## config.mk

```make
export PLATFORM = sky130hd
export DESIGN_NAME = cms_msg_slot
export DESIGN_NICKNAME = d
export VERILOG_FILES = /design/src/common/cms_pkg.sv /design/src/core/cms_msg_slot.sv
export VERILOG_INCLUDE_DIRS = /design/src /design/src/common
export SDC_FILE = /design/constraint.sdc
export NUM_CORES = 1
export LEC_CHECK = 0
export ABC_AREA = 1
export BUFFER_PORTS_ARGS = -buffer_cell sky130_fd_sc_hd__buf_2
export CAP_MARGIN = 25
export CORE_MARGIN = 5
export CORE_UTILIZATION = 43
export DETAILED_ROUTE_END_ITERATION = 8
export PLACE_DENSITY_LB_ADDON = 0.12
export SLEW_MARGIN = 10
export SYNTH_ARGS = -nofsm -noshare
export SYNTH_HDL_FRONTEND = slang
export SYNTH_SLANG_ARGS = --single-unit
```

## constraint.sdc

```tcl
create_clock -name clk -period 15.2 [get_ports clk]
set_input_delay 2.28 -clock clk [delete_from_list [all_inputs] [get_ports clk]]
set_output_delay 2.28 -clock clk [all_outputs]
set_load 0.005 [all_outputs]
```

## src/common/cms_defs.svh

```systemverilog
`ifndef CMS_DEFS_SVH
`define CMS_DEFS_SVH
`define CMS_RXSUM_CLR_OFS 8'h4C
`define CMS_RXSUM_OFS 8'h50
`define CMS_TXSUM_CLR_OFS 8'h54
`define CMS_TXSUM_OFS 8'h58
`define CMS_CTRL_BASE 8'h5C
`define CMS_SCLR_BASE 8'h60
`define CMS_STAT_BASE 8'h64
`define CMS_SLOT_STRIDE 8'h0C
`define CMS_GCFG_OFS 8'h10
`define CMS_IRQ_STAT_OFS 8'h14
`define CMS_IRQ_EN_OFS 8'h18
`define CMS_IRQ_CLR_OFS 8'h1C
`define CMS_VERSION_OFS 8'h20
`define CMS_BIT_AUTO 5
`define CMS_BIT_DIR 4
`define CMS_BIT_OVW 3
`define CMS_BIT_LENW 2
`define CMS_BIT_SEND_DONE_FLAG 1
`define CMS_BIT_RECV_DONE_FLAG 0
`define CMS_RESET_VAL 32'h0000_0000
`endif

```

## src/common/cms_pkg.sv

```systemverilog
package cms_pkg;
  typedef struct packed {
    logic autoRecv;
    logic dirSend;
    logic [3:0] dlc;
  } cms_ctrl_s;
  typedef struct packed {
    logic replaced;
    logic lenMismatch;
    logic sendDone;
    logic recvDone;
  } cms_flags_s;
  typedef enum logic [1:0] {
    CMS_IDLE = 2'b01,
    CMS_READ = 2'b10
  } cms_rd_e;
endpackage

```

## src/core/cms_msg_slot.sv

```systemverilog
// Function
// - Send summary bit sets on slot send completion, resets to zero
// - Writing one to send summary clear drops the summary bit
// - Send summary bit and slot send-done flag are one storage element
// - Control bit 5: 0 auto transmit, 1 auto receive
// - Control bit 4: 0 reception, 1 transmission
// - Status clear bit 3 resets replaced flag; zero no change
// - Status clear bit 2 resets length mismatch flag; zero no change
// - Status clear bit 1 resets send-done flag; zero no change
// - Status clear bit 0 resets recv-done flag; zero no change
// - Replaced flag raised on overwrite only while replace enable is on
// - Length mismatch raised when received length differs from programmed
// - Send-done raised only after error-free transmission
// - Recv-done raised only after error-free reception
// - Recv summary bit mirrors slot recv-done flag
// - Send summary clear: one clears, zero has no effect
`timescale 1ns/10ps
`include "cms_defs.svh"
module cms_msg_slot #(
  parameter int SLOTS = 16,
  parameter logic [31:0] VERSION_ID = 32'h0000_0001 // Arbitrary value
)(
  input wire logic clk,                    // 125 MHz clock
  input wire logic reset,                  // Async reset, active high
  input wire logic [7:0] addr,             // Register byte address
  input wire logic [31:0] wrData,          // Write data
  input wire logic wrStrobe,               // Write strobe
  input wire logic rdStrobe,               // Read strobe
  output logic [31:0] rdData,              // Read data, cycle after strobe
  input wire logic [SLOTS-1:0] sendOk,     // Error-free send done pulse
  input wire logic [SLOTS-1:0] recvOk,     // Error-free receive done pulse
  input wire logic [SLOTS-1:0] overwrote,  // Receive replaced old message
  input wire logic [3:0] rxLength,         // Length code of received frame
  output logic [SLOTS-1:0] autoRecv,       // Auto behaviour per slot
  output logic [SLOTS-1:0] dirSend,        // Direction per slot
  output logic [4*SLOTS-1:0] slotLength,   // Programmed length per slot
  output logic replaceEnable,              // Global replace enable
  output logic irq                         // Level interrupt
);
  cms_pkg::cms_ctrl_s ctrl [SLOTS];
  cms_pkg::cms_flags_s flags [SLOTS];
  logic [SLOTS-1:0] sendSum;
  logic [SLOTS-1:0] recvSum;
  logic [SLOTS-1:0] lenEvent;
  logic [3:0] irqStat;
  logic [3:0] irqEn;
  logic [3:0] next_irqStat;
  logic [31:0] next_rdData;

  // twelve-byte stride
  // Nine-bit sum so that high slots never wrap onto the global registers;
  // slots beyond the 8-bit address reach are simply not addressable
  function automatic logic slotHit(input logic [7:0] a, input logic [7:0] b,
                                   input int s);
    logic [8:0] ofs;
    ofs = {1'b0, b} + 9'(s * 12);
    return {1'b0, a} == ofs;
  endfunction

  genvar g;
  generate
    for (g = 0; g < SLOTS; g++)
    begin : gSlot
      logic ctrlWr;
      logic clrWr;
      assign ctrlWr = wrStrobe && slotHit(addr, `CMS_CTRL_BASE, g);
      assign clrWr = wrStrobe && slotHit(addr, `CMS_SCLR_BASE, g);
      always_ff @(posedge clk or posedge reset)
      begin
        if (reset)
          ctrl[g] <= '0;
        else if (ctrlWr)
          ctrl[g] <= {wrData[`CMS_BIT_AUTO], wrData[`CMS_BIT_DIR],
                      wrData[3:0]};
      end
      // length range is software's duty; stored as written
      assign autoRecv[g] = ctrl[g].autoRecv;
      assign dirSend[g] = ctrl[g].dirSend;
      assign slotLength[4*g +: 4] = ctrl[g].dlc;
      // summary is the same flop as send-done
      assign sendSum[g] = flags[g].sendDone;
      assign recvSum[g] = flags[g].recvDone;
      // length compared only on a receive pulse
      assign lenEvent[g] = recvOk[g] && rxLength != ctrl[g].dlc;
      always_ff @(posedge clk or posedge reset)
      begin
        if (reset)
          flags[g] <= '0;
        else
        begin
          // set wins over clear; clear bits
          if (overwrote[g] && replaceEnable)
            flags[g].replaced <= 1'b1;
          else if (clrWr && wrData[`CMS_BIT_OVW])
            flags[g].replaced <= 1'b0;
          if (lenEvent[g])
            flags[g].lenMismatch <= 1'b1;
          else if (clrWr && wrData[`CMS_BIT_LENW])
            flags[g].lenMismatch <= 1'b0;
          if (sendOk[g])
            flags[g].sendDone <= 1'b1;
          else if ((clrWr && wrData[`CMS_BIT_SEND_DONE_FLAG]) ||
                   (wrStrobe && addr == `CMS_TXSUM_CLR_OFS && wrData[g]))
            flags[g].sendDone <= 1'b0;
          if (recvOk[g])
            flags[g].recvDone <= 1'b1;
          else if ((clrWr && wrData[`CMS_BIT_RECV_DONE_FLAG]) ||
                   (wrStrobe && addr == `CMS_RXSUM_CLR_OFS && wrData[g]))
            flags[g].recvDone <= 1'b0;
        end
      end
    end
  endgenerate

  always_ff @(posedge clk or posedge reset)
  begin
    if (reset)
      replaceEnable <= 1'b0;
    else if (wrStrobe && addr == `CMS_GCFG_OFS)
      replaceEnable <= wrData[0];
  end

  // Events per class: send, recv, length mismatch, replaced
  always_comb
  begin
    next_irqStat = irqStat;
    if (wrStrobe && addr == `CMS_IRQ_CLR_OFS)
      next_irqStat = irqStat & ~wrData[3:0];
    next_irqStat = next_irqStat | {|(overwrote & {SLOTS{replaceEnable}}),
                                   |lenEvent, |recvOk, |sendOk};
  end

  always_ff @(posedge clk or posedge reset)
  begin
    if (reset)
    begin
      irqStat <= '0;
      irqEn <= '0;
    end
    else
    begin
      irqStat <= next_irqStat;
      if (wrStrobe && addr == `CMS_IRQ_EN_OFS)
        irqEn <= wrData[3:0];
    end
  end

  assign irq = |(irqStat & irqEn);

  always_comb
  begin
    next_rdData = `CMS_RESET_VAL;
    case (addr)
      `CMS_TXSUM_OFS: next_rdData[SLOTS-1:0] = sendSum;
      `CMS_RXSUM_OFS: next_rdData[SLOTS-1:0] = recvSum;
      `CMS_GCFG_OFS: next_rdData[0] = replaceEnable;
      `CMS_IRQ_STAT_OFS: next_rdData[3:0] = irqStat;
      `CMS_IRQ_EN_OFS: next_rdData[3:0] = irqEn;
      `CMS_VERSION_OFS: next_rdData = VERSION_ID;
      default: next_rdData = `CMS_RESET_VAL;
    endcase
    for (int s = 0; s < SLOTS; s++)
    begin
      if (slotHit(addr, `CMS_CTRL_BASE, s))
        next_rdData[5:0] = ctrl[s];
      if (slotHit(addr, `CMS_STAT_BASE, s))
        next_rdData[3:0] = flags[s];
    end
  end

  // Read data valid only in the cycle after the strobe
  always_ff @(posedge clk or posedge reset)
  begin
    if (reset)
      rdData <= '0;
    else if (rdStrobe)
      rdData <= next_rdData;
    else
      rdData <= '0;
  end

  AST_SEND_SET: assert property (@(posedge clk) disable iff (reset)
    sendOk[0] |=> sendSum[0] && flags[0].sendDone)
    else $error("send done not set");
  AST_SET_WINS: assert property (@(posedge clk) disable iff (reset)
    (sendOk[0] && wrStrobe && addr == `CMS_TXSUM_CLR_OFS) |=> sendSum[0])
    else $error("set lost to clear");
  AST_SUM_CLR: assert property (@(posedge clk) disable iff (reset)
    (!sendOk[0] && wrStrobe && addr == `CMS_TXSUM_CLR_OFS && wrData[0])
    |=> !sendSum[0])
    else $error("summary not cleared");
  AST_OVW_GATE: assert property (@(posedge clk) disable iff (reset)
    (!flags[0].replaced && !replaceEnable) |=> !flags[0].replaced)
    else $error("replace flag set while disabled");
  AST_LEN: assert property (@(posedge clk) disable iff (reset)
    (recvOk[0] && rxLength != ctrl[0].dlc) |=> flags[0].lenMismatch)
    else $error("length mismatch missed");
  AST_RX_CLR: assert property (@(posedge clk) disable iff (reset)
    (!recvOk[0] && wrStrobe && addr == `CMS_SCLR_BASE && wrData[0])
    |=> !flags[0].recvDone)
    else $error("recv done not cleared");
  AST_MIRROR: assert property (@(posedge clk) disable iff (reset)
    (rdStrobe && addr == `CMS_RXSUM_OFS) |=> rdData[0] == $past(recvSum[0]))
    else $error("recv summary mismatch");
  AST_CTRL: assert property (@(posedge clk) disable iff (reset)
    (wrStrobe && addr == `CMS_CTRL_BASE) |=>
    dirSend[0] == $past(wrData[4]) && autoRecv[0] == $past(wrData[5]))
    else $error("control not stored");
  CV_SEND: cover property (@(posedge clk) sendOk[0] ##1 sendSum[0]);
  CV_IRQ: cover property (@(posedge clk) irq);
  CV_OVW: cover property (@(posedge clk) flags[0].replaced);
  CV_LEN: cover property (@(posedge clk) lenEvent[0]);
  CV_RX: cover property (@(posedge clk) recvOk[0] ##1 recvSum[0]);

  // Replaced flag: set, clear and hold
  AST_OVW_SET: assert property (@(posedge clk) disable iff (reset)
    (overwrote[0] && replaceEnable)
    |=> flags[0].replaced)
    else $error("replace flag not set");

  AST_OVW_ONLY: assert property (@(posedge clk) disable iff (reset)
    (!flags[0].replaced && !overwrote[0])
    |=> !flags[0].replaced)
    else $error("replace flag set without event");

  AST_OVW_CLR: assert property (@(posedge clk) disable iff (reset)
    (!(overwrote[0] && replaceEnable) && wrStrobe &&
     addr == `CMS_SCLR_BASE && wrData[3])
    |=> !flags[0].replaced)
    else $error("replace flag not cleared");

  AST_OVW_KEEP: assert property (@(posedge clk) disable iff (reset)
    (flags[0].replaced &&
     !(wrStrobe && addr == `CMS_SCLR_BASE && wrData[3]))
    |=> flags[0].replaced)
    else $error("replace flag lost");

  // Length mismatch flag
  AST_LEN_CLR: assert property (@(posedge clk) disable iff (reset)
    (!lenEvent[0] && wrStrobe && addr == `CMS_SCLR_BASE && wrData[2])
    |=> !flags[0].lenMismatch)
    else $error("length flag not cleared");

  AST_LEN_KEEP: assert property (@(posedge clk) disable iff (reset)
    (flags[0].lenMismatch &&
     !(wrStrobe && addr == `CMS_SCLR_BASE && wrData[2]))
    |=> flags[0].lenMismatch)
    else $error("length flag lost");

  AST_LEN_ONLY: assert property (@(posedge clk) disable iff (reset)
    (!flags[0].lenMismatch && !(recvOk[0] && rxLength != ctrl[0].dlc))
    |=> !flags[0].lenMismatch)
    else $error("length flag set without mismatch");

  // Send-done flag
  AST_TX_CLR: assert property (@(posedge clk) disable iff (reset)
    (!sendOk[0] && wrStrobe && addr == `CMS_SCLR_BASE && wrData[1])
    |=> !flags[0].sendDone)
    else $error("send done not cleared");

  AST_TX_KEEP: assert property (@(posedge clk) disable iff (reset)
    (flags[0].sendDone && !(wrStrobe &&
     ((addr == `CMS_SCLR_BASE && wrData[1]) ||
      (addr == `CMS_TXSUM_CLR_OFS && wrData[0]))))
    |=> flags[0].sendDone)
    else $error("send done lost");

  AST_TX_ONLY: assert property (@(posedge clk) disable iff (reset)
    (!flags[0].sendDone && !sendOk[0])
    |=> !flags[0].sendDone)
    else $error("send done without event");

  AST_TXSUM_SLOT1: assert property (@(posedge clk) disable iff (reset)
    sendOk[1]
    |=> sendSum[1])
    else $error("summary bit one not set");

  // Recv-done flag and summary
  AST_RX_SET: assert property (@(posedge clk) disable iff (reset)
    recvOk[0]
    |=> flags[0].recvDone)
    else $error("recv done not set");

  AST_RX_ONLY: assert property (@(posedge clk) disable iff (reset)
    (!flags[0].recvDone && !recvOk[0])
    |=> !flags[0].recvDone)
    else $error("recv done without event");

  AST_RX_KEEP: assert property (@(posedge clk) disable iff (reset)
    (flags[0].recvDone && !(wrStrobe && wrData[0] &&
     (addr == `CMS_SCLR_BASE || addr == `CMS_RXSUM_CLR_OFS)))
    |=> flags[0].recvDone)
    else $error("recv done lost");

  AST_RXSUM_CLR: assert property (@(posedge clk) disable iff (reset)
    (!recvOk[0] && wrStrobe && addr == `CMS_RXSUM_CLR_OFS && wrData[0])
    |=> !recvSum[0])
    else $error("recv summary not cleared");

  // Read path
  AST_TXSUM_READ: assert property (@(posedge clk) disable iff (reset)
    (rdStrobe && addr == `CMS_TXSUM_OFS)
    |=> rdData[0] == $past(sendSum[0]))
    else $error("send summary read wrong");

  AST_STAT_READ: assert property (@(posedge clk) disable iff (reset)
    (rdStrobe && addr == `CMS_STAT_BASE)
    |=> rdData[3:0] == $past(flags[0]))
    else $error("status read wrong");

  AST_CTRL_READ: assert property (@(posedge clk) disable iff (reset)
    (rdStrobe && addr == `CMS_CTRL_BASE)
    |=> rdData[5:0] == $past(ctrl[0]))
    else $error("control read wrong");

  // Read data must not linger past its one cycle
  AST_RD_IDLE: assert property (@(posedge clk) disable iff (reset)
    !rdStrobe
    |=> rdData == '0)
    else $error("read data lingers");

  // Control register storage
  AST_CTRL_KEEP: assert property (@(posedge clk) disable iff (reset)
    !wrStrobe
    |=> $stable(ctrl[0]))
    else $error("control changed without write");

  AST_LEN_STORE: assert property (@(posedge clk) disable iff (reset)
    (wrStrobe && addr == `CMS_CTRL_BASE)
    |=> slotLength[3:0] == $past(wrData[3:0]))
    else $error("length not stored");

  AST_STRIDE: assert property (@(posedge clk) disable iff (reset)
    (wrStrobe && addr == `CMS_CTRL_BASE + `CMS_SLOT_STRIDE)
    |=> dirSend[1] == $past(wrData[4]) &&
        slotLength[7:4] == $past(wrData[3:0]))
    else $error("slot one control not stored");

  AST_GCFG: assert property (@(posedge clk) disable iff (reset)
    (wrStrobe && addr == `CMS_GCFG_OFS)
    |=> replaceEnable == $past(wrData[0]))
    else $error("replace enable not stored");

  // Interrupt follows an enabled send event
  AST_IRQ_SEND: assert property (@(posedge clk) disable iff (reset)
    (sendOk[0] && irqEn[0] && !(wrStrobe && addr == `CMS_IRQ_EN_OFS))
    |=> irq)
    else $error("interrupt missed");
endmodule

```

# Word level (Yosys, flattened, before mapping)
# Cells that the tools add are included.
# W data, S select, Z words.
[classes]
n_eq_ne = 64
muxes = 148
bitwise = 5
n_reduce_logical = 240
[ops]
columns = ["op", "n"]
rows = [
  ["$eq A8 B8 Y1 const B", 32],
  ["$logic_and A1 B1 Y1", 148],
  ["$mux W1", 116],
  ["$reduce_bool A2 Y1", 58],
  ["$eq A8 B7 Y1 const B", 13],
  ["$mux W6", 14],
  ["$reduce_or A16 Y1", 4],
  ["$mux W4", 14],
  ["$ne A4 B4 Y1", 14],
  ["$eq A8 B5 Y1 const B", 4],
  ["$logic_or A1 B1 Y1", 28],
  ["$pmux W12 S2", 1],
  ["$and A16 B16 Y16", 1],
  ["$mux W16", 1],
  ["$pmux W3 S4", 1],
  ["$and A4 B4 Y4", 2],
  ["$eq A8 B6 Y1 const B", 1],
  ["$pmux W1 S6", 1],
  ["$not A4 Y4", 1],
  ["$or A4 B4 Y4", 1],
  ["$reduce_bool A4 Y1", 1],
  ["$reduce_or A4 Y1", 1],
]
[word_totals]
reg_bits = 183
in_bits = 96
elab_cells = 561

# Longest topological paths before layout
# Gate-level depths: netlist of the first run.
[depth]
depth_word = 30
ltp_mapped = 30
ltp_nobuf = 30

# Worst setup path after synthesis of the first run
# OpenSTA, ideal clock, no wires.
[synth_timing]
path_kind = "input to register"
from = "input addr[1]"
to = "register rdData[1]"
setup_ns = 0.113
t_arrival_ns = 3.999
required_ns = 15.087
path_slack_ns = 11.088
stages = 27
cell_sequence = "nor2_2 -> nand2_4 -> nor2_8 -> nand2_4 -> or2_0 -> nand2_1 -> nand3_1 -> nand2_1 -> nand3_1 -> nand2_1 -> nand3_1 -> nand2_1 -> nand2_1 -> nand2_1 -> nand2_1 -> nand2_1 -> nand2_1 -> nand2_1 -> nand2_1 -> nand2_1 -> nand2_1 -> nand2_1 -> nand4_1 -> nand2_1 -> nand3_1 -> nand2_1 -> inv_1"
[synth_between]
elab_chain_cells = 30
elab_cells_between_ends = 60
cone_classes = "eq/ne (31); mux (29)"
[synth_rtl]
columns = ["element", "line", "source"]
rows = [
  ["start, declared", "cms_msg_slot.sv:25", "input wire logic [7:0] addr,"],
  ["$eq A8 B5 Y1 / $eq A8 B7 Y1 (equally long branches)", "cms_msg_slot.sv:153", "case (addr)"],
  ["$pmux W3 S4", "cms_msg_slot.sv:153", ""],
  ["$mux W6", "cms_msg_slot.sv:164", "if (slotHit(addr, `CMS_CTRL_BASE, s))"],
  ["$mux W4", "cms_msg_slot.sv:166", "if (slotHit(addr, `CMS_STAT_BASE, s))"],
  ["$mux W6", "cms_msg_slot.sv:164", ""],
  ["$mux W4", "cms_msg_slot.sv:166", ""],
  ["$mux W6", "cms_msg_slot.sv:164", ""],
  ["$mux W4", "cms_msg_slot.sv:166", ""],
  ["[14 not listed]", "-", ""],
  ["$mux W6", "cms_msg_slot.sv:164", ""],
  ["$mux W4", "cms_msg_slot.sv:166", ""],
  ["$mux W6", "cms_msg_slot.sv:164", ""],
  ["$mux W4", "cms_msg_slot.sv:166", ""],
  ["$mux W6", "cms_msg_slot.sv:164", ""],
  ["$mux W4", "cms_msg_slot.sv:166", ""],
  ["$mux W6 *", "cms_msg_slot.sv:164", ""],
  ["$mux W16 *", "cms_msg_slot.sv:176", "else if (rdStrobe)"],
  ["end signal, assigned", "cms_msg_slot.sv:177", "rdData <= next_rdData;"],
  ["end, declared", "cms_msg_slot.sv:29", "output logic [31:0] rdData,"],
]
# Every way passes the cells marked *; elsewhere a longest branch is shown, timed or not.
# A chain may end at the register's enable or synchronous reset.

# Worst setup path in the final report of the first run
[layout_timing]
from = "input addr[2]"
to = "register rdData[3]"
# Same word-level chain as after synthesis.

==> results of run 1 <==
kinds of logic (layout without fill, tap and decap cells):
| logic type | count (synthesis) | after routing | share of synthesized area |
|---|---|---|---|
| flip-flops | 167 | 167 | 0.4491 |
| buffers and inverters | 214 | 359 | 0.09883 |
| AND/OR/NAND/NOR | 559 | 559 | 0.2629 |
| XOR/XNOR | 43 | 43 | 0.04047 |
| other | 1 | 29 | 0.0004030 |
| AO/OA/AOI/OAI | 250 | 250 | 0.1483 |
stage by stage:
step	hold slack (ns)	area, um2	total power, mW
3_5_place_dp	0.4832	10310	0.6254
4_1_cts	0.5002	10950	1.095
3_3_place_gp	0.4749	10310	0.6237
2_1_floorplan	0.4555	9407	0.5695
6_report	0.4923	10980	1.094
5_1_grt	0.5179	10980	1.136
critical path, cell delays in order:
cell	delay, ns
sky130_fd_sc_hd__buf_2	0.13
sky130_fd_sc_hd__inv_1	0.10
sky130_fd_sc_hd__nand2_1	0.09
sky130_fd_sc_hd__nor2_4	0.57
sky130_fd_sc_hd__nand2_1	0.37
sky130_fd_sc_hd__or2_2	0.37
sky130_fd_sc_hd__nand2_1	0.07
sky130_fd_sc_hd__nand4_1	0.13
sky130_fd_sc_hd__nand2_1	0.10
sky130_fd_sc_hd__nand3_1	0.06
sky130_fd_sc_hd__nand2_1	0.09
sky130_fd_sc_hd__nand2_1	0.06
sky130_fd_sc_hd__nand2_1	0.07
sky130_fd_sc_hd__nand3_1	0.07
sky130_fd_sc_hd__nand2_1	0.07
sky130_fd_sc_hd__nand3_1	0.07
sky130_fd_sc_hd__nand2_1	0.08
sky130_fd_sc_hd__nand4_1	0.11
sky130_fd_sc_hd__nand2_1	0.10
sky130_fd_sc_hd__nand4_1	0.09
sky130_fd_sc_hd__nand2_1	0.10
sky130_fd_sc_hd__a21oi_1	0.06
cell usage in the layout (no fill, tap or decap), drive strengths merged, types with 4 or more instances in the layout:
master	count
buf	188
nor2	92
nand3	49
nand2	352
nor3	6
nand4	28
xor2	43
o41ai	9
bufinv	4
o21bai	19
inv	143
nor4	9
dfrtp	167
o31ai	5
clkbuf	18
or2	23
o22ai	7
a21oi	46
conb	28
o21ai	154
routing by layer:
layer,GRT usage,part of all wire,vias up,wire length [um]
met3,0.04922,0.095,50,3176
met4,0.06964,0.019,0,642
li1,-,-,4248,-
met5,0,0,-,0
met1,0.4037,0.44,4309,14800
met2,0.4058,0.44,472,14870
flip-flops by register name, indices dropped and copies added, names as in the netlist:
register / flops
flags: 58
slotLength: 56
rdData: 16
autoRecv: 14
dirSend: 14
irqEn: 4
irqStat: 4
replaceEnable: 1
power by group:
part           internal, mW  leakage [nW]  switching [mW]
registers             0.471          1.99          0.0229
logic                0.0427          3.30          0.0827
clock network         0.281         0.301           0.193
worst max-delay path by stage:
stage	start	end	slack, ns	depth (start not counted)
6_report	addr[2]	rdData[3]	10.26	22
3_3_place_gp	addr[2]	rdData[3]	9.85	22
5_1_grt	addr[2]	rdData[3]	10.01	22
2_1_floorplan	reset	autoRecv[0]	8.40	1
4_1_cts	addr[2]	rdData[3]	10.31	22
3_5_place_dp	addr[2]	rdData[3]	9.86	22
layout make-up:
cell class	instances	area, um2
antenna	1	2.502
multi-input combinational	880	4308
tap	275	344.1
fill	2093	10180
inverter	140	530.5
clock buffer	18	439.2
clock inverter	13	193.9
timing repair buffer	188	978.4
sequential	167	4179
==> impl_metrics.ini, run 1 <==
[logic_synthesis]
synth_area_per_cell_um2 = 7.541
synthTopCellsByArea = sky130_fd_sc_hd__dfrtp_1 (45%), sky130_fd_sc_hd__nand2_1 (14%), sky130_fd_sc_hd__o21ai_0 (8.2%), sky130_fd_sc_hd__inv_1 (5.4%), sky130_fd_sc_hd__xor2_1 (4.0%)
synth.top_cell.area_share = 0.4491
synth_edf_count = 0
mappedNetlistArea_mm2 = 0.009305
synth.cells.most_frequent = sky130_fd_sc_hd__nand2_1 (348), sky130_fd_sc_hd__dfrtp_1 (167), sky130_fd_sc_hd__o21ai_0 (153)
seq_area_frac_synth = 0.4491
dominantRegCellSynth = sky130_fd_sc_hd__dfrtp_1
synth-async-reset-ratio = 1.000
yosys.cell_types.count = 38
yosysTopAreaCell = sky130_fd_sc_hd__dfrtp_1
ys_warn_count = 0
synthesis.instances = 1234
synthMostInstantiatedCell = sky130_fd_sc_hd__nand2_1
register_bit_count_reported_by_yosys = 167

[setup_path]
req_time_crit_path_ns = 15.50
reg_to_reg_critical_path_endpoint = rdData[0]
worstPathArrival_ns = 5.24
critPathKind = input port to flop
worst-path-max-fanout = 25
ff2ff_path_depth = 24
start_kind = input port
cp-end-kind = flop
register_to_register_setup_slack_ns = 12.55
reg_to_reg_critical_path_startpoint = replaceEnable

[sta]
layout_setup_ws_ns = 10.26
slew_headroom = 0.3797
fin_crit_ns = 4.937
final_min_period_over_clock_period = 0.3248
hold_viol = 0
finalSetupViolations = 0
setup_tns_final_ns = 0
rsz0062_at_grt = no
worst-slew-pin-transition_ns = 0.9279
finClkSkew_ns = 0.007053
slew_violations = 0
fmax_ghz = 0.2026

[place]
port_buffers = 181
numPlacedInstances = 1649
dp_hpwl_um = 24270
gp_congestion = 0.9249
placement.setup.worst_slack_ns = 9.864

[grt]
grt_util_all_layers = 0.2700
grt_first_pass_wirelength_um = 50920
largest_net_degree_at_the_start_of_global_routing = 100
grt_antenna_before_repair = 1
first_global_vias = 8617
globalRoute.totalOverflow = 0

[die]
i_o_pin_count = 226
die_x_um = 157.1
rows = 53
die_ar_mm2 = 0.02468
die_height_um = 157.1
initial_utilization = 0.4399
placeable_core_area_mm2 = 0.02115

[hold_path]
whs_endpoint = flags[31]
type_of_the_worst_min_delay_path = flop to flop
whs_path_depth = 2
hold_path.startpoint = flags[31]

[run]
max_cap_violations = 0

[route]
wl_per_cell_um = 19.91
vias_per_cell = 5.398
ant_nets = 0
detailedRoute.firstIterationViolations = 966
drtPass1Iterations = 5
via_count = 9079
drt_drc_violations_left = 0
post_route_wl_um = 33490

[final_layout]
final_net_count = 1490
final_core_util = 0.5188
post_route_cells_drive_above_1_share = 0.1878
finalNonFillerCells = 1682
synth_to_layout_area_growth_pct = 17.95

[clock_tree]
tritoncts = yes
root_buffer = sky130_fd_sc_hd__clkbuf_16
clock_insertion_delay_worst_skew_ns = 0.43
post_cts_resize_count = 0
path_clk_slew_ns = 0.07
ctsHoldBuffers = 0
cts_buffer_depth = 2
post-cts-setup-buffers = 0
cts_made_buffers = 17
clock_tree.htree_level_count = 4
clock_sink_count = 167

[power_and_ir_drop]
powerDensity_mw_per_mm2 = 99.69
ir_worst_vdd_uv = 73.77
total_leakage_power_nw = 5.592

[run_status]
status = finished, final reports clean
No activity file was read; power rests on OpenSTA's default activity.
==> run 2, diff against run 1 <==
==> constraint.sdc (replaced) <==
create_clock -name clk -period 4.6 [get_ports clk]
set_input_delay 0.69 -clock clk [delete_from_list [all_inputs] [get_ports clk]]
set_output_delay 0.69 -clock clk [all_outputs]
set_load 0.005 [all_outputs]
==> impl_metrics.ini, run 2 (synthesis gave the netlist of run 1 again) <==
[setup_path]
worst_path_max_delay_cell = sky130_fd_sc_hd__nor2_4
worst_setup_path_startpoint = addr[1]
worstPathArrival_ns = 3.50
cp-end-kind = flop
register_to_register_setup_slack_ns = 1.96
reg_to_reg_critical_path_startpoint = replaceEnable
start_kind = input port
cp_cell_sequence = buf_2 -> nor2_2 -> nand3_2 -> nor2_4 -> inv_1 -> o22ai_1 -> a211oi_1 -> o211ai_1 -> o21ai_0 -> nand3_1 -> o21ai_0 -> o211ai_1 -> o21ai_0 -> nand4_1 -> o21ai_0 -> a31oi_1
req_time_crit_path_ns = 4.95
ff2ff_path_depth = 24
worst-path-max-fanout = 13
critPathKind = input port to flop
critPathMostFrequentCell = sky130_fd_sc_hd__o21ai_0
reg_to_reg_critical_path_endpoint = rdData[0]
crit_path_max_incr_delay_ns = 0.49

[route]
via_count = 9085
wl_met2_um = 14510
ant_nets = 0
met3_length_um = 3031
detailedRoute.firstIterationViolations = 804
drt_drc_violations_left = 0
wl_per_cell_um = 19.92
drtPass1Iterations = 8
post_route_wl_um = 33550
vias_per_cell = 5.395
maxUsedRoutingLayer = met4
wl_met1_um = 15100

[sta]
finalSetupViolations = 0
final_min_period_over_clock_period = 0.6850
slew_violations = 0
finClkSkew_ns = 0.009446
hold_viol = 0
worst-slew-pin-transition_ns = 0.9495
fmax_ghz = 0.3174
rsz0062_at_grt = no
fin_crit_ns = 3.151
setup_tns_final_ns = 0
slew_headroom = 0.3663

[clock_tree]
post-cts-setup-buffers = 0
post_cts_resize_count = 0
root_buffer = sky130_fd_sc_hd__clkbuf_16
clock_sink_count = 167
tritoncts = yes
clock_tree.htree_level_count = 4
cts_buffer_depth = 2
path_clk_slew_ns = 0.06
ctsHoldBuffers = 0
cts_made_buffers = 17
clock_insertion_delay_worst_skew_ns = 0.43

[final_layout]
final_cell_area_mm2 = 0.01091
largest_register = flags
largest_register_ff_count = 58
final_net_count = 1494
synth_to_layout_area_growth_pct = 17.29
post_route_cells_drive_above_1_share = 0.1882
mostFrequentLayoutCell = sky130_fd_sc_hd__nand2_1
layout_common_cells = sky130_fd_sc_hd__nand2_1 (348), sky130_fd_sc_hd__buf_2 (181), sky130_fd_sc_hd__dfrtp_1 (167)

[power_and_ir_drop]
powerDensity_mw_per_mm2 = 316.3
total_leakage_power_nw = 5.569
ir_worst_vdd_uv = 239.9

[grt]
globalRoute.totalOverflow = 0
grt_antenna_before_repair = 1
grt_first_pass_wirelength_um = 50570
grt_util_all_layers = 0.2701
first_global_vias = 8630
largest_net_degree_at_the_start_of_global_routing = 93

[die]
die_height_um = 157.1
placeable_core_area_mm2 = 0.02115
die_x_um = 157.1
i_o_pin_count = 226
initial_utilization = 0.4399
die_ar_mm2 = 0.02468
rows = 53

[hold_path]
type_of_the_worst_min_delay_path = input port to asynchronous set/reset pin

[place]
port_buffers = 181
post_dp_cell_area_mm2 = 0.01036
gp_congestion = 0.9281
dp_hpwl_um = 24720

[run]
max_cap_violations = 0

[run_status]
status = finished, final reports clean
## run 2: cell count changes in the layout (fill, tap and decap cells not counted), moves of 2 or more
cell                        previous run  this run
sky130_fd_sc_hd__inv_6                 4         0
sky130_fd_sc_hd__buf_4                 6        10
sky130_fd_sc_hd__clkinv_2              1         5
sky130_fd_sc_hd__bufinv_16             4         2
## run 2: critical path, delay by kind of cell
family | cells | cell delay, ns
compound gates | 9 | 1.30
simple gates | 5 | 1.26
buf+inv | 2 | 0.23
## run 2: how the worst max path moves through the flow
stage	end	slack, ns	cells after the start
floorplan	autoRecv[0]	1.78	1
global placement	rdData[5]	1.13	16
detailed placement	rdData[5]	1.11	16
CTS	rdData[5]	1.55	16
global route	rdData[1]	1.20	30
finish	rdData[5]	1.45	16
## run 2: layout make-up
type                       count  area [um2]
fill                        2174       10240
multi-input combinational    880        4308
sequential                   167        4179
timing repair buffer         192        1001
inverter                     140       529.3
clock buffer                  19       442.9
tap                          275       344.1
clock inverter                10       107.6
antenna                        1       2.502
## run 2: routing by layer
metal,vias to the layer above,GRT usage
met2,440,0.4027
met4,0,0.08070
met3,53,0.04949
met1,4330,0.4023
met5,-,0
li1,4262,-
## run 2: per-stage QoR
step / setup slack (ns) / hold WS, ns / cells / power, mW / utilization
after global placement: 1.127 / 0.4743 / 1654 / 2.064 / 0.4898
after CTS: 1.552 / 0.4424 / 1683 / 3.453 / 0.5158
after global routing: 1.200 / 0.4728 / 1684 / 3.581 / 0.5159
final: 1.449 / 0.4198 / 1684 / 3.452 / 0.5159
after floorplan: 1.783 / 0.4555 / 1261 / 1.882 / -
after detailed placement: 1.112 / 0.4850 / 1654 / 2.071 / 0.4898
## run 2: power by group
| part | total, mW | internal, mW | switching (mW) |
|---|---|---|---|
| Combinational | 0.415 | 0.141 | 0.273 |
| Clock | 1.40 | 0.799 | 0.603 |
| Sequential | 1.63 | 1.56 | 0.0766 |
| Total | 3.45 | 2.50 | 0.953 |
==> run 3, diff against run 2 <==
--- a/config.mk
+++ b/config.mk
@@ -6,7 +6,7 @@
 export SDC_FILE = /design/constraint.sdc
 export NUM_CORES = 1
 export LEC_CHECK = 0
-export ABC_AREA = 1
+export ABC_AREA = 0
 export BUFFER_PORTS_ARGS = -buffer_cell sky130_fd_sc_hd__buf_2
 export CAP_MARGIN = 25
 export CORE_MARGIN = 5
==> constraint.sdc (replaced) <==
create_clock -name clk -period 2.7 [get_ports clk]
set_input_delay 0.405 -clock clk [delete_from_list [all_inputs] [get_ports clk]]
set_output_delay 0.405 -clock clk [all_outputs]
set_load 0.005 [all_outputs]
==> impl_metrics.ini, run 3 <==
[sta]
slew_headroom = 0.4346
fmax_ghz = 0.4093
fin_crit_ns = 2.443
finClkSkew_ns = 0.01321
hold_viol = 0
finalSetupViolations = 0
layout_setup_ws_ns = 0.2569
setup_tns_final_ns = 0
worst-slew-pin-transition_ns = 0.8481
final_min_period_over_clock_period = 0.9049
rsz0062_at_grt = no
slew_violations = 0

[logic_synthesis]
seq_area_frac_synth = 0.4433
mappedNetlistArea_mm2 = 0.009428
register_bit_count_reported_by_yosys = 167
ys_warn_count = 0
synthesis.instances = 932
yosys.cell_types.count = 70
synthTopCellsByArea = sky130_fd_sc_hd__dfrtp_1 (44%), sky130_fd_sc_hd__mux2_2 (11%), sky130_fd_sc_hd__a22oi_1 (4.7%), sky130_fd_sc_hd__nand2_1 (4.0%), sky130_fd_sc_hd__xor2_1 (3.3%)
synth.cells.most_frequent = sky130_fd_sc_hd__dfrtp_1 (167), sky130_fd_sc_hd__nand2_1 (100), sky130_fd_sc_hd__mux2_2 (90)
synth.top_cell.area_share = 0.4433
synth_edf_count = 0
synth_area_per_cell_um2 = 10.12
dominantRegCellSynth = sky130_fd_sc_hd__dfrtp_1
synth-async-reset-ratio = 1.000
yosysTopAreaCell = sky130_fd_sc_hd__dfrtp_1
synthMostInstantiatedCell = sky130_fd_sc_hd__dfrtp_1

[final_layout]
num_antenna_cells = 0
synth_to_layout_area_growth_pct = 26.12
largest_register_ff_count = 58
layout_common_cells = sky130_fd_sc_hd__buf_2 (181), sky130_fd_sc_hd__dfrtp_1 (167), sky130_fd_sc_hd__buf_4 (122)
largest_register = flags
fillers = 2018
mostFrequentLayoutCell = sky130_fd_sc_hd__buf_2
post_route_cells_drive_above_1_share = 0.3700
final_core_util = 0.5482
final_net_count = 1291

[run_status]
status = finished, final reports clean

[clock_tree]
cts_buffer_depth = 2
post_cts_resize_count = 0
path_clk_slew_ns = 0.07
tritoncts = yes
clock_insertion_delay_worst_skew_ns = 0.44
post-cts-setup-buffers = 0
root_buffer = sky130_fd_sc_hd__clkbuf_16
ctsHoldBuffers = 0
clock_tree.htree_level_count = 4
cts_made_buffers = 17
clock_sink_count = 167

[route]
ant_nets = 0
via_count = 9086
drtPass1Iterations = 5
vias_per_cell = 6.106
drt_drc_violations_left = 0
detailedRoute.firstIterationViolations = 745
wl_per_cell_um = 26.40
post_route_wl_um = 39280

[setup_path]
cp-end-kind = flop
worstPathArrival_ns = 2.71
critPathKind = flop to flop
reg_to_reg_critical_path_endpoint = irqStat[2]
reg_to_reg_critical_path_startpoint = slotLength[29]
ff2ff_path_depth = 7
req_time_crit_path_ns = 2.97
worst_setup_path_startpoint = slotLength[29]
worst-path-max-fanout = 4
crit_path_end = irqStat[2]
register_to_register_setup_slack_ns = 0.26
start_kind = flop

[grt]
grt_antenna_before_repair = 1
grt_util_all_layers = 0.3140
first_global_vias = 9037
globalRoute.totalOverflow = 0
largest_net_degree_at_the_start_of_global_routing = 58
grt_first_pass_wirelength_um = 57990

[die]
i_o_pin_count = 226
rows = 54
die_height_um = 158.1
die_ar_mm2 = 0.02499
initial_utilization = 0.4347
placeable_core_area_mm2 = 0.02169
die_x_um = 158.1

[power_and_ir_drop]
powerDensity_mw_per_mm2 = 510.8
total_leakage_power_nw = 5.478
power_mw = 6.074
ir_worst_vdd_uv = 370.2

[hold_path]
type_of_the_worst_min_delay_path = input port to asynchronous set/reset pin

[run]
max_cap_violations = 0

[place]
dp_hpwl_um = 30030
port_buffers = 181
gp_congestion = 1.047
placement.setup.worst_slack_ns = 0.06160
run 3: cell types whose count changed in the layout (fill, tap and decap cells not counted), sizes merged, moves of 27 or more:
cell | before | now
nand2 | 352 | 100
inv | 138 | 9
o21ai | 154 | 27
buf | 192 | 307
mux2 | 0 | 90
a22oi | 0 | 59
a21o | 0 | 33
nand3 | 49 | 22
run 3: worst max-delay path, stage by stage, from the launching register on:
cell                        delay [ns]
sky130_fd_sc_hd__dfrtp_1          0.43
sky130_fd_sc_hd__xor2_1           0.17
sky130_fd_sc_hd__o41ai_2          0.44
sky130_fd_sc_hd__a21bo_2          0.31
sky130_fd_sc_hd__a211o_1          0.23
sky130_fd_sc_hd__a2111oi_0        0.41
sky130_fd_sc_hd__buf_4            0.19
sky130_fd_sc_hd__nand4_1          0.09
run 3: through the flow:
| stage | hold slack (ns) | cell area [um2] | std cells |
|---|---|---|---|
| 4_1_cts | 0.07244 | 11880 | 1488 |
| 3_5_place_dp | 0.4648 | 11310 | 1456 |
| 3_3_place_gp | 0.4582 | 11310 | 1456 |
| 5_1_grt | 0.1010 | 11890 | 1488 |
| 2_1_floorplan | 0.4392 | 9533 | 959 |
| 6_report | 0.05262 | 11890 | 1488 |
run 3: where the power goes:
| part | switching, mW | total [mW] | internal [mW] | leakage [nW] |
|---|---|---|---|---|
| Clock | 1.13 | 2.42 | 1.30 | 0.272 |
| Combinational | 0.464 | 0.819 | 0.354 | 3.17 |
| Sequential | 0.187 | 2.83 | 2.65 | 2.04 |
run 3: cell type report:
class,count,area (um2),area share
multi-input cells,698,4870,0.4096
flip-flops and latches,167,4179,0.3515
repair buffers,307,1902,0.1599
clock buffers,18,429.2,0.03609
well taps,280,350.3,0.02946
clock inverters,14,141.4,0.01189
inverters,4,18.77,0.001578
run 3: worst min-delay path by stage:
stage	startpoint	endpoint	cells after the start
after floorplan	flags[18]	flags[18]	2
after global placement	flags[26]	flags[26]	2
after detailed placement	flags[34]	flags[34]	2
after CTS	reset	slotLength[2]	2
after global routing	reset	flags[59]	2
final	reset	slotLength[2]	2
run 3: cell families after synthesis:
family                    after synthesis  share of synthesized area
AOI/OAI and AO/OA                     246                     0.1914
xor gates and xnor gates               56                    0.05202
buffers and inverters                  94                    0.05308
DFF                                   167                     0.4433
muxes                                  91                     0.1086
other                                   1                  0.0003978
and+or+nand+nor                       277                     0.1513
run 3: metal layers:
metal / GRT usage / routed length [um] / vias up / part of all wire
li1: - / - / 3973 / -
met1: 0.4710 / 17670 / 4567 / 0.45
met2: 0.4739 / 17170 / 482 / 0.44
met3: 0.05768 / 3657 / 64 / 0.093
met4: 0.07189 / 782 / 0 / 0.020
met5: 0 / 0 / - / 0
